## config.mk

```make
export PLATFORM = sky130hd
export DESIGN_NAME = psc_top
export DESIGN_NICKNAME = d
export VERILOG_FILES = /design/src/psc_pkg.sv /design/src/psc_doze_if.sv /design/src/psc_doze_div.sv /design/src/psc_gate_cell.sv /design/src/psc_top.sv
export VERILOG_INCLUDE_DIRS = /design/src
export SDC_FILE = /design/constraint.sdc
export NUM_CORES = 1
export LEC_CHECK = 0
export BUFFER_PORTS_ARGS = -buffer_cell sky130_fd_sc_hd__buf_2
export CAP_MARGIN = 20
export CORE_MARGIN = 2
export CORE_UTILIZATION = 45
export DETAILED_ROUTE_END_ITERATION = 10
export GPL_ROUTABILITY_DRIVEN = 0
export PLACE_DENSITY = 0.89
export SYNTH_ARGS = -nofsm -noshare
export SYNTH_HDL_FRONTEND = slang
export SYNTH_HIERARCHICAL = 1
export SYNTH_SLANG_ARGS = --single-unit
```

## constraint.sdc

```tcl
create_clock -name clk -period 1.98 [get_ports clk]
set_input_delay 0.396 -clock clk [delete_from_list [all_inputs] [get_ports clk]]
set_output_delay 0.396 -clock clk [all_outputs]
set_load 0.005 [all_outputs]
```

## src/psc_map.svh

```systemverilog
// Register map, field positions, reset values and timing counts of the power-save clock control.
// Functional notes
// Interrupt during power-save instruction is held until sleep or idle entry completes.
// Slow CPU mode keeps system and peripheral clocks at full rate.
// Slowed CPU clock is an enable of the system clock, so domains stay synchronous.
// Slow CPU mode is active when clock divider bit 11 is set.
// Bits 14 to 12 select ratio 1:1 up to 1:128; default 1:1.
// With bit 15 set, an interrupt returns the CPU to full speed.
// With bit 15 clear (default), interrupts leave slow CPU mode unchanged.
// A set disable bit stops every clock feeding that module.
// A disabled module's registers ignore writes and read invalid.
// A module runs only if its bit is clear and it exists; reset enables all.
// Disable and enable take effect one instruction cycle after the bit changes.
// First disable register bits 13,12,11,10,9,7,5,3,0 control timers, encoder, PWM, serial, converter.
// Second disable register bits 15,14,9,8,1,0 control captures and compares.
// Third disable register implements only bit 4, the second PWM.
// Unimplemented disable bits read zero and ignore writes.
// Converter disabled forces analog-shared pins digital regardless of pin config bits.
// Power-save instruction selects sleep (all clocks stop) or idle (CPU only halts).
// With slow mode off the CPU clock equals peripheral clock whatever the ratio.
`ifndef PSC_MAP_SVH
`define PSC_MAP_SVH

`define PSC_ADDR_W 12
`define PSC_CDIV_OFS 12'h000
`define PSC_PDIS1_OFS 12'h004
`define PSC_PDIS2_OFS 12'h008
`define PSC_PDIS3_OFS 12'h00C
`define PSC_STAT_OFS 12'h010

`define PSC_RECOVER_BIT 15
`define PSC_RATIO_HI 14
`define PSC_RATIO_LO 12
`define PSC_SLOW_BIT 11
`define PSC_RATIO_W 3
`define PSC_DIV_CNT_W 7

`define PSC_CDIV_RESET 16'h0000
`define PSC_PDIS_RESET 16'h0000
`define PSC_PDIS1_IMPL 16'h3EA9
`define PSC_PDIS2_IMPL 16'hC303
`define PSC_PDIS3_IMPL 16'h0010

`define PSC_CONVERTER_IDX 0
`define PSC_GATE_DELAY_CLKS 1

`endif

```

## src/psc_pkg.sv

```systemverilog
// Types shared by the power-save clock control modules.
package psc_pkg;
  typedef enum logic [1:0] {
    PSC_RUN = 2'b00,
    PSC_ENTER = 2'b01,
    PSC_SLEEP = 2'b10,
    PSC_IDLE = 2'b11
  } psc_pwr_t;
endpackage

```

## src/psc_doze_if.sv

```systemverilog
// Control and tick signals between the register block and the CPU clock divider.
`timescale 1ns/1ps
`include "psc_map.svh"
interface psc_doze_if;
  logic enable;
  logic [`PSC_RATIO_W-1:0] ratio;
  logic tick;
  modport ctrl (output enable, output ratio, input tick);
  modport div (input enable, input ratio, output tick);
endinterface

```

## src/psc_doze_div.sv

```systemverilog
// CPU clock enable divider for slow CPU mode.
`timescale 1ns/1ps
`include "psc_map.svh"
module psc_doze_div #(
  parameter int CNT_W = `PSC_DIV_CNT_W
) (
  input wire logic clk,
  input wire logic rstn,
  psc_doze_if.div dz
);
  logic [CNT_W-1:0] cnt;
  logic [CNT_W:0] limit_wide;
  logic [CNT_W-1:0] limit;
  logic at_limit;

  // The divided CPU clock is only an enable on the system clock, never a derived clock.
  assign limit_wide = ((CNT_W+1)'(1) << dz.ratio) - (CNT_W+1)'(1);
  assign limit = limit_wide[CNT_W-1:0];
  // A ratio lowered mid-count must not let the counter run past its new end.
  assign at_limit = (cnt >= limit);

  always_ff @(posedge clk) begin
    if (!rstn) begin
      cnt <= '0;
      dz.tick <= 1'b1;
    end else if (!dz.enable) begin
      cnt <= '0;
      dz.tick <= 1'b1;
    end else if (at_limit) begin
      cnt <= '0;
      dz.tick <= 1'b1;
    end else begin
      cnt <= cnt + CNT_W'(1);
      dz.tick <= 1'b0;
    end
  end
endmodule

```

## src/psc_gate_cell.sv

```systemverilog
// Clock and register-access gate for one peripheral module.
`timescale 1ns/1ps
`include "psc_map.svh"
module psc_gate_cell #(
  parameter bit PRESENT = 1'b1,
  parameter int DELAY = `PSC_GATE_DELAY_CLKS
) (
  input wire logic clk,
  input wire logic rstn,
  input wire logic off_bit,
  input wire logic clk_run,
  output logic run,
  output logic clk_en
);
  logic [DELAY-1:0] pipe;
  logic [DELAY:0] shifted;

  // The oldest stage drops out on purpose; only DELAY stages are kept.
  assign shifted = {pipe, PRESENT & ~off_bit};

  always_ff @(posedge clk) begin
    if (!rstn) begin
      pipe <= {DELAY{PRESENT}};
    end else begin
      pipe <= shifted[DELAY-1:0];
    end
  end

  assign run = pipe[DELAY-1];
  assign clk_en = run & clk_run;
endmodule

```

## src/psc_top.sv

```systemverilog
// Power-save clock control: power-save sequencing, slow CPU mode and module disables.
`timescale 1ns/1ps
`include "psc_map.svh"
module psc_top #(
  parameter logic [47:0] MOD_PRESENT = {`PSC_PDIS3_IMPL, `PSC_PDIS2_IMPL, `PSC_PDIS1_IMPL},
  parameter int AN_PINS = 9
) (
  input wire logic clk,
  input wire logic rstn,
  input wire logic psel,
  input wire logic penable,
  input wire logic pwrite,
  input wire logic [`PSC_ADDR_W-1:0] paddr,
  input wire logic [31:0] pwdata,
  output logic [31:0] prdata,
  output logic pready,
  output logic pslverr,
  input wire logic power_save_instruction,
  input wire logic power_save_idle,
  input wire logic irq_req,
  input wire logic [AN_PINS-1:0] analog_pin_config_bits,
  output logic cpu_clk_en,
  output logic cpu_halt,
  output logic periph_clk_run,
  output logic irq_hold,
  output logic wake,
  output logic [47:0] module_clk_en,
  output logic [47:0] module_reg_en,
  output logic [AN_PINS-1:0] analog_pin_cfg_eff
);
  psc_doze_if dz ();

  logic recover_on_interrupt;
  logic [`PSC_RATIO_W-1:0] slow_ratio;
  logic slow_cpu_enable;
  logic [15:0] peripheral_disable_ctrl_1;
  logic [15:0] peripheral_disable_ctrl_2;
  logic [15:0] peripheral_disable_ctrl_3;
  psc_pkg::psc_pwr_t state;
  psc_pkg::psc_pwr_t next_state;
  logic sleep_sel;
  logic irq_pending;

  // Bus decode.
  wire bus_setup = psel & ~penable;
  wire bus_wr = psel & penable & pwrite;
  wire sel_cdiv = (paddr == `PSC_CDIV_OFS);
  wire sel_dis1 = (paddr == `PSC_PDIS1_OFS);
  wire sel_dis2 = (paddr == `PSC_PDIS2_OFS);
  wire sel_dis3 = (paddr == `PSC_PDIS3_OFS);
  wire sel_stat = (paddr == `PSC_STAT_OFS);
  wire sel_any = sel_cdiv | sel_dis1 | sel_dis2 | sel_dis3 | sel_stat;
  wire wr_cdiv = bus_wr & sel_cdiv;
  wire [15:0] cdiv_read = {recover_on_interrupt, slow_ratio, slow_cpu_enable, 11'h000};
  wire [15:0] stat_read = {12'h000, irq_pending, slow_cpu_enable, state};
  wire [15:0] read_mux =
    sel_cdiv ? cdiv_read :
    sel_dis1 ? peripheral_disable_ctrl_1 :
    sel_dis2 ? peripheral_disable_ctrl_2 :
    sel_dis3 ? peripheral_disable_ctrl_3 :
    sel_stat ? stat_read : 16'h0000;

  // The slave never stretches a transfer; unmapped addresses answer with an error.
  assign pready = 1'b1;
  assign pslverr = psel & penable & ~sel_any;

  always_ff @(posedge clk) begin
    if (!rstn) begin
      prdata <= 32'h00000000;
    end else if (bus_setup) begin
      prdata <= {16'h0000, read_mux};
    end
  end

  // Clock divider register; an interrupt clears slow mode only when recovery is armed.
  // A software write in the same cycle wins so that a fresh setting is never lost.
  wire irq_recover = irq_req & recover_on_interrupt;
  localparam logic [15:0] CDIV_RST = `PSC_CDIV_RESET;

  always_ff @(posedge clk) begin
    if (!rstn) begin
      recover_on_interrupt <= CDIV_RST[`PSC_RECOVER_BIT];
      slow_ratio <= CDIV_RST[`PSC_RATIO_HI:`PSC_RATIO_LO];
      slow_cpu_enable <= CDIV_RST[`PSC_SLOW_BIT];
    end else if (wr_cdiv) begin
      recover_on_interrupt <= pwdata[`PSC_RECOVER_BIT];
      slow_ratio <= pwdata[`PSC_RATIO_HI:`PSC_RATIO_LO];
      slow_cpu_enable <= pwdata[`PSC_SLOW_BIT];
    end else if (irq_recover) begin
      slow_cpu_enable <= 1'b0;
    end
  end

  // Disable registers keep only implemented bits.
  always_ff @(posedge clk) begin
    if (!rstn) begin
      peripheral_disable_ctrl_1 <= `PSC_PDIS_RESET;
      peripheral_disable_ctrl_2 <= `PSC_PDIS_RESET;
      peripheral_disable_ctrl_3 <= `PSC_PDIS_RESET;
    end else begin
      if (bus_wr & sel_dis1) begin
        peripheral_disable_ctrl_1 <= pwdata[15:0] & `PSC_PDIS1_IMPL;
      end
      if (bus_wr & sel_dis2) begin
        peripheral_disable_ctrl_2 <= pwdata[15:0] & `PSC_PDIS2_IMPL;
      end
      if (bus_wr & sel_dis3) begin
        peripheral_disable_ctrl_3 <= pwdata[15:0] & `PSC_PDIS3_IMPL;
      end
    end
  end

  // Power-save sequencer.
  always_comb begin
    next_state = state;
    case (state)
      psc_pkg::PSC_RUN: begin
        if (power_save_instruction) begin
          next_state = psc_pkg::PSC_ENTER;
        end
      end
      psc_pkg::PSC_ENTER: begin
        next_state = sleep_sel ? psc_pkg::PSC_SLEEP : psc_pkg::PSC_IDLE;
      end
      psc_pkg::PSC_SLEEP: begin
        if (irq_req | irq_pending) begin
          next_state = psc_pkg::PSC_RUN;
        end
      end
      psc_pkg::PSC_IDLE: begin
        if (irq_req | irq_pending) begin
          next_state = psc_pkg::PSC_RUN;
        end
      end
      default: begin
        next_state = psc_pkg::PSC_RUN;
      end
    endcase
  end

  wire entering = (state == psc_pkg::PSC_RUN) & power_save_instruction;
  wire in_enter = (state == psc_pkg::PSC_ENTER);
  wire waking = (next_state == psc_pkg::PSC_RUN) & (state != psc_pkg::PSC_RUN);

  always_ff @(posedge clk) begin
    if (!rstn) begin
      state <= psc_pkg::PSC_RUN;
      sleep_sel <= 1'b0;
      irq_pending <= 1'b0;
      wake <= 1'b0;
    end else begin
      state <= next_state;
      wake <= waking;
      if (entering) begin
        sleep_sel <= ~power_save_idle;
      end
      // An interrupt coinciding with entry is held, then causes the wake-up.
      if ((entering | in_enter) & irq_req) begin
        irq_pending <= 1'b1;
      end else if (waking) begin
        irq_pending <= 1'b0;
      end
    end
  end

  assign cpu_halt = (state != psc_pkg::PSC_RUN);
  assign periph_clk_run = (state != psc_pkg::PSC_SLEEP);
  assign irq_hold = in_enter | entering;

  // Slow CPU mode gates only the CPU enable; peripherals keep every edge.
  assign dz.enable = slow_cpu_enable;
  assign dz.ratio = slow_ratio;

  psc_doze_div u_div (
    .clk(clk),
    .rstn(rstn),
    .dz(dz)
  );

  assign cpu_clk_en = dz.tick & ~cpu_halt;

  // One gate cell per disable bit; absent or unimplemented modules stay off.
  wire [47:0] off_bits = {peripheral_disable_ctrl_3, peripheral_disable_ctrl_2,
    peripheral_disable_ctrl_1};

  genvar gi;
  generate
    for (gi = 0; gi < 48; gi = gi + 1) begin : g_cell
      psc_gate_cell #(
        .PRESENT(MOD_PRESENT[gi])
      ) u_cell (
        .clk(clk),
        .rstn(rstn),
        .off_bit(off_bits[gi]),
        .clk_run(periph_clk_run),
        .run(module_reg_en[gi]),
        .clk_en(module_clk_en[gi])
      );
    end
  endgenerate

  // A disabled converter hands every shared analog pin back to digital use.
  always_ff @(posedge clk) begin
    if (!rstn) begin
      analog_pin_cfg_eff <= '0;
    end else if (!module_reg_en[`PSC_CONVERTER_IDX]) begin
      analog_pin_cfg_eff <= '1;
    end else begin
      analog_pin_cfg_eff <= analog_pin_config_bits;
    end
  end
endmodule

```

==> summary.txt <==
Outcome
  – Status: finished clean

Logic synthesis
  – Compound-cell area share of the yosys netlist: 9.71%
  – Synthesis Warnings: 6
  – Fraction of synthesized area in multiplexers: 5.74%
  – Area of the mapped netlist: 3840 sq um
  – Total of flip-flops plus latches after synthesis: 74
  – Dominant combinational cell family by area after synthesis: simple AND/OR/NAND/NOR gates
  – Top cells by area, synth: dfxtp_1 39%, buf_4 16%, nand2_1 7.1%
  – Count of cell types in the netlist: 45
  – Post-synth top area share: 38.6%
  – Cells after Synth: 465
  – Fraction of the mapped netlist area in simple logic gates: 20.2%
  – Post-synthesis cell type with the largest combined area: dfxtp_1
  – Sequential share of the synthesized area: 38.6%
  – Post-synthesis share of cell area spent on xor and xnor gates: 0.684%
  – Area share of fa/ha/maj cells after synthesis: 2.61%
  – Dominant synthesized flop cell: dfxtp_1
  – EDFF count, synth: 0
  – Fraction of synthesis flops using an asynchronous set or reset pin: 0%
  – Mean Syn Cell Area: 8.26 sq um

Finish
  – Number of nets at the end of the flow: 626
  – Fill cell instance count of the final layout: 799
  – Ant diodes: 0
  – Layout area overhead: 15.2%
  – Fraction of layout instances using a drive strength above 1: 27.9%
  – Most common cell after layout, fill and taps aside: buf_2
  – Top library cells by usage in the layout, fill and taps aside: 103 x buf_2, 82 x conb_1, 74 x dfxtp_1, 73 x nand2_1

Pwr
  – Power per unit of standard cell area: 675 nW/um^2
  – Logic gate share of total power: 10.5%
  – Fraction of power consumed by the clock network: 38.7%
  – Switching Share: 24.8%
  – Cell internal pwr: 2.24 mW
  – Largest vdd supply drop: 0.263 mV
  – Leakage power: 2.00 nW
  – Register share of total power: 50.8%
  – Net Switching: 739 uW

STA
  – Min Tclk post-route: 1.98 ns
  – Post-route setup slack: 0.00370 ns
  – Setup repair after global routing missed its margin: true
  – Worst slew pin tran: 0.544 ns
  – Final total negative setup slack: 0 ns
  – Count of pins over their slew limit: 0
  – Skew final: 0.0102 ns
  – Crit share post-route: 99.8%
  – Final Hold Violating Endpoints: 0
  – Slew margin rel.: 63.7%
  – Maximum operating frequency: 0.506 GHz
  – Final count of negative-setup-slack endpoints: 0

Critical path
  – Setup crit end kind: primary output
  – Worst R2R End: u_div/cnt[6]$_SDFF_PP0_
  – CP arrival: 1.58 ns
  – Worst flop-to-flop path startpoint: dz.ratio[1]$_SDFFE_PN0P_
  – Crit path depth: 6
  – R2r setup slk: 0.19 ns
  – Critical path required time: 1.58 ns
  – Worst-path cell with the longest stage delay: or4_4
  – Top delay family on crit path: simple AND/OR/NAND/NOR gates
  – Length in cells of the worst reg-to-reg path: 6
  – Top fanout value on the critical path: 2
  – Critical Path Start Type: primary input
  – CP startpoint: paddr[10]
  – Endpoint of the most critical setup path: pslverr
  – Largest incremental delay on the critical path: 0.57 ns
  – Count of buffering cells on the critical path with inverters included: 3
  – Worst Setup Path Type: primary input to primary output
  – Critical path, cell by cell: buf_6 > or4_4 > buf_4 > nor3_4 > nor3_2 > buf_2

Clocking
  – Clock tree from TritonCTS: yes
  – Clock-pin slew on the worst setup and hold paths: 0.08 ns
  – H-Tree Depth: 3
  – CTS max path bufs: 2
  – Sinks on the clock net: 74
  – Clock Tree Root: clkbuf_8
  – Hold-fix buffer count after cts: 0
  – Clock latency on the worst-skew pair: 0.34 ns
  – Clock buffer count from CTS: 9

Placed design
  – Post-placement worst setup slack: -0.0317 ns
  – Post-DP HPWL: 6810 microns
  – Count of input and output buffers: 104

Detailed routing
  – Drt first-iter violations: 150
  – Average detailed-routed wire length per instance: 13.3 microns
  – Vias/cell: 4.85
  – Drt pass-1 iters: 4
  – Total wire length after detailed routing: 8870 microns
  – Number of antenna-violating nets in the routed design: 0
  – Post-route DRC violation count: 0
  – Total number of vias: 3237

Worst hold path
  – Path category of the worst min-delay check: primary input to flop
  – Worst hold path stage count: 2

Floorplanning
  – Floorplan row count: 33
  – Initial Util: 46.5%
  – I/O Pins: 205
  – Die W: 96.4 microns
  – Total core area: 8260 sq um
  – Chip Height: 96.4 microns
  – Die outline area: 9290 sq um

Global route
  – Combined global-route utilization of all metal layers: 18.6%
  – Via count of the first global-routing pass: 2868
  – Overall overflow remaining after global route: 0
  – Number of antenna violations at the first check in global routing: 0
  – First-pass GRT wire length: 13100 microns
  – Largest net degree at the start of global routing: 41

Flow run
  – Max-capacitance violation count: 0
cell usage after synthesis (all sizes together), types with 2 or more instances:
cell / count
nor2b: 4
clkbuf: 11
a21oi: 26
nand4: 2
a32oi: 4
buf: 86
ha: 8
xor2: 2
and3: 2
and2: 18
inv: 16
or3: 6
a221oi: 2
mux2i: 22
nor4: 3
nor3: 8
a211oi: 7
nand2: 73
o21ai: 7
nor2: 11
nand2b: 3
o31ai: 4
or4: 4
dfxtp: 74
nand3: 18
conb: 34
cell type report:
class | instances | area, sq um | area share (%)
multi-input cells | 326 | 1830 | 41.4
flip-flops and latches | 74 | 1480 | 33.5
repair buffers | 130 | 722 | 16.3
clock buffers | 11 | 141 | 3.20
well taps | 105 | 131 | 2.97
inverters | 16 | 60.1 | 1.36
clock inverters | 5 | 53.8 | 1.22
timing repair:
item	CTS	global route
resized for setup	4	2
endpoints found under the setup margin	1	11
setup buffers	1	0
pin swaps	3	1
cloned	0	0
power groups by stage:
stage | clock (mW) | sequential (mW) | combinational (mW)
5_1_grt | 1.24 | 1.52 | 0.359
3_3_place_gp | 0 | 1.55 | 0.298
6_report | 1.15 | 1.52 | 0.314
2_1_floorplan | 0 | 1.55 | 0.267
4_1_cts | 1.18 | 1.52 | 0.310
3_5_place_dp | 0 | 1.55 | 0.305
flip-flops by register name (all words and copies together) (netlist names):
signal,count
dz.enable,1
peripheral_disable_ctrl_3,1
sleep_sel,1
prdata,15
dz.ratio,3
u_div/dz.tick,1
recover_on_interrupt,1
g_cell.u_cell/run,16
peripheral_disable_ctrl_2,6
wake,1
peripheral_disable_ctrl_1,9
analog_pin_cfg_eff,9
u_div/cnt,7
state,2
irq_pending,1
cells by family after synthesis:
| family | count (synthesis) |
|---|---|
| AND/OR/NAND/NOR | 153 |
| other | 34 |
| XOR/XNOR | 3 |
| adder cells (fa/ha/maj) | 8 |
| AO/OA/AOI/OAI | 58 |
| multiplexers | 22 |
| flip-flops | 74 |
| buffers and inverters | 113 |
how the worst min path moves through the flow:
stage	start	endpoint	slack, ns
floorplan	peripheral_disable_ctrl_1[10]$_SDFFE_PN0P_	g_cell[10].u_cell/run$_SDFF_PN1_	0.36
global placement	peripheral_disable_ctrl_1[5]$_SDFFE_PN0P_	g_cell[5].u_cell/run$_SDFF_PN1_	0.36
detailed placement	peripheral_disable_ctrl_1[7]$_SDFFE_PN0P_	g_cell[7].u_cell/run$_SDFF_PN1_	0.36
CTS	power_save_idle	sleep_sel$_SDFFE_PN0P_	0.24
global route	power_save_idle	sleep_sel$_SDFFE_PN0P_	0.23
finish	power_save_idle	sleep_sel$_SDFFE_PN0P_	0.25
worst register-to-register path, delay by kind of cell, from the launching register on:
kind            cells  cell delay [ns]
fa+ha+maj           1             0.29
simple gates        2             0.53
compound gates      2             0.33
buf+inv             1             0.17
flops               1             0.39
layer usage:
layer,part of all wire (%),track usage (%),up-vias
li1,-,-,1549
met1,38,20.5,1516
met2,51,33.4,154
met3,8.3,4.78,18
met4,2.0,8.57,0
met5,0,0,-
metrics by stage:
step / instances / cell area, sq um / util, % / total power, mW / hold slack [ns]
global placement: 650 / 4190 / 50.7 / 1.85 / 0.364
floorplan: 513 / 4020 / - / 1.82 / 0.358
detailed placement: 650 / 4190 / 50.7 / 1.86 / 0.364
CTS: 667 / 4420 / 53.5 / 3.00 / 0.238
finish: 667 / 4420 / 53.5 / 2.98 / 0.249
global route: 667 / 4420 / 53.5 / 3.11 / 0.232
(Power assumes the default switching activity.)
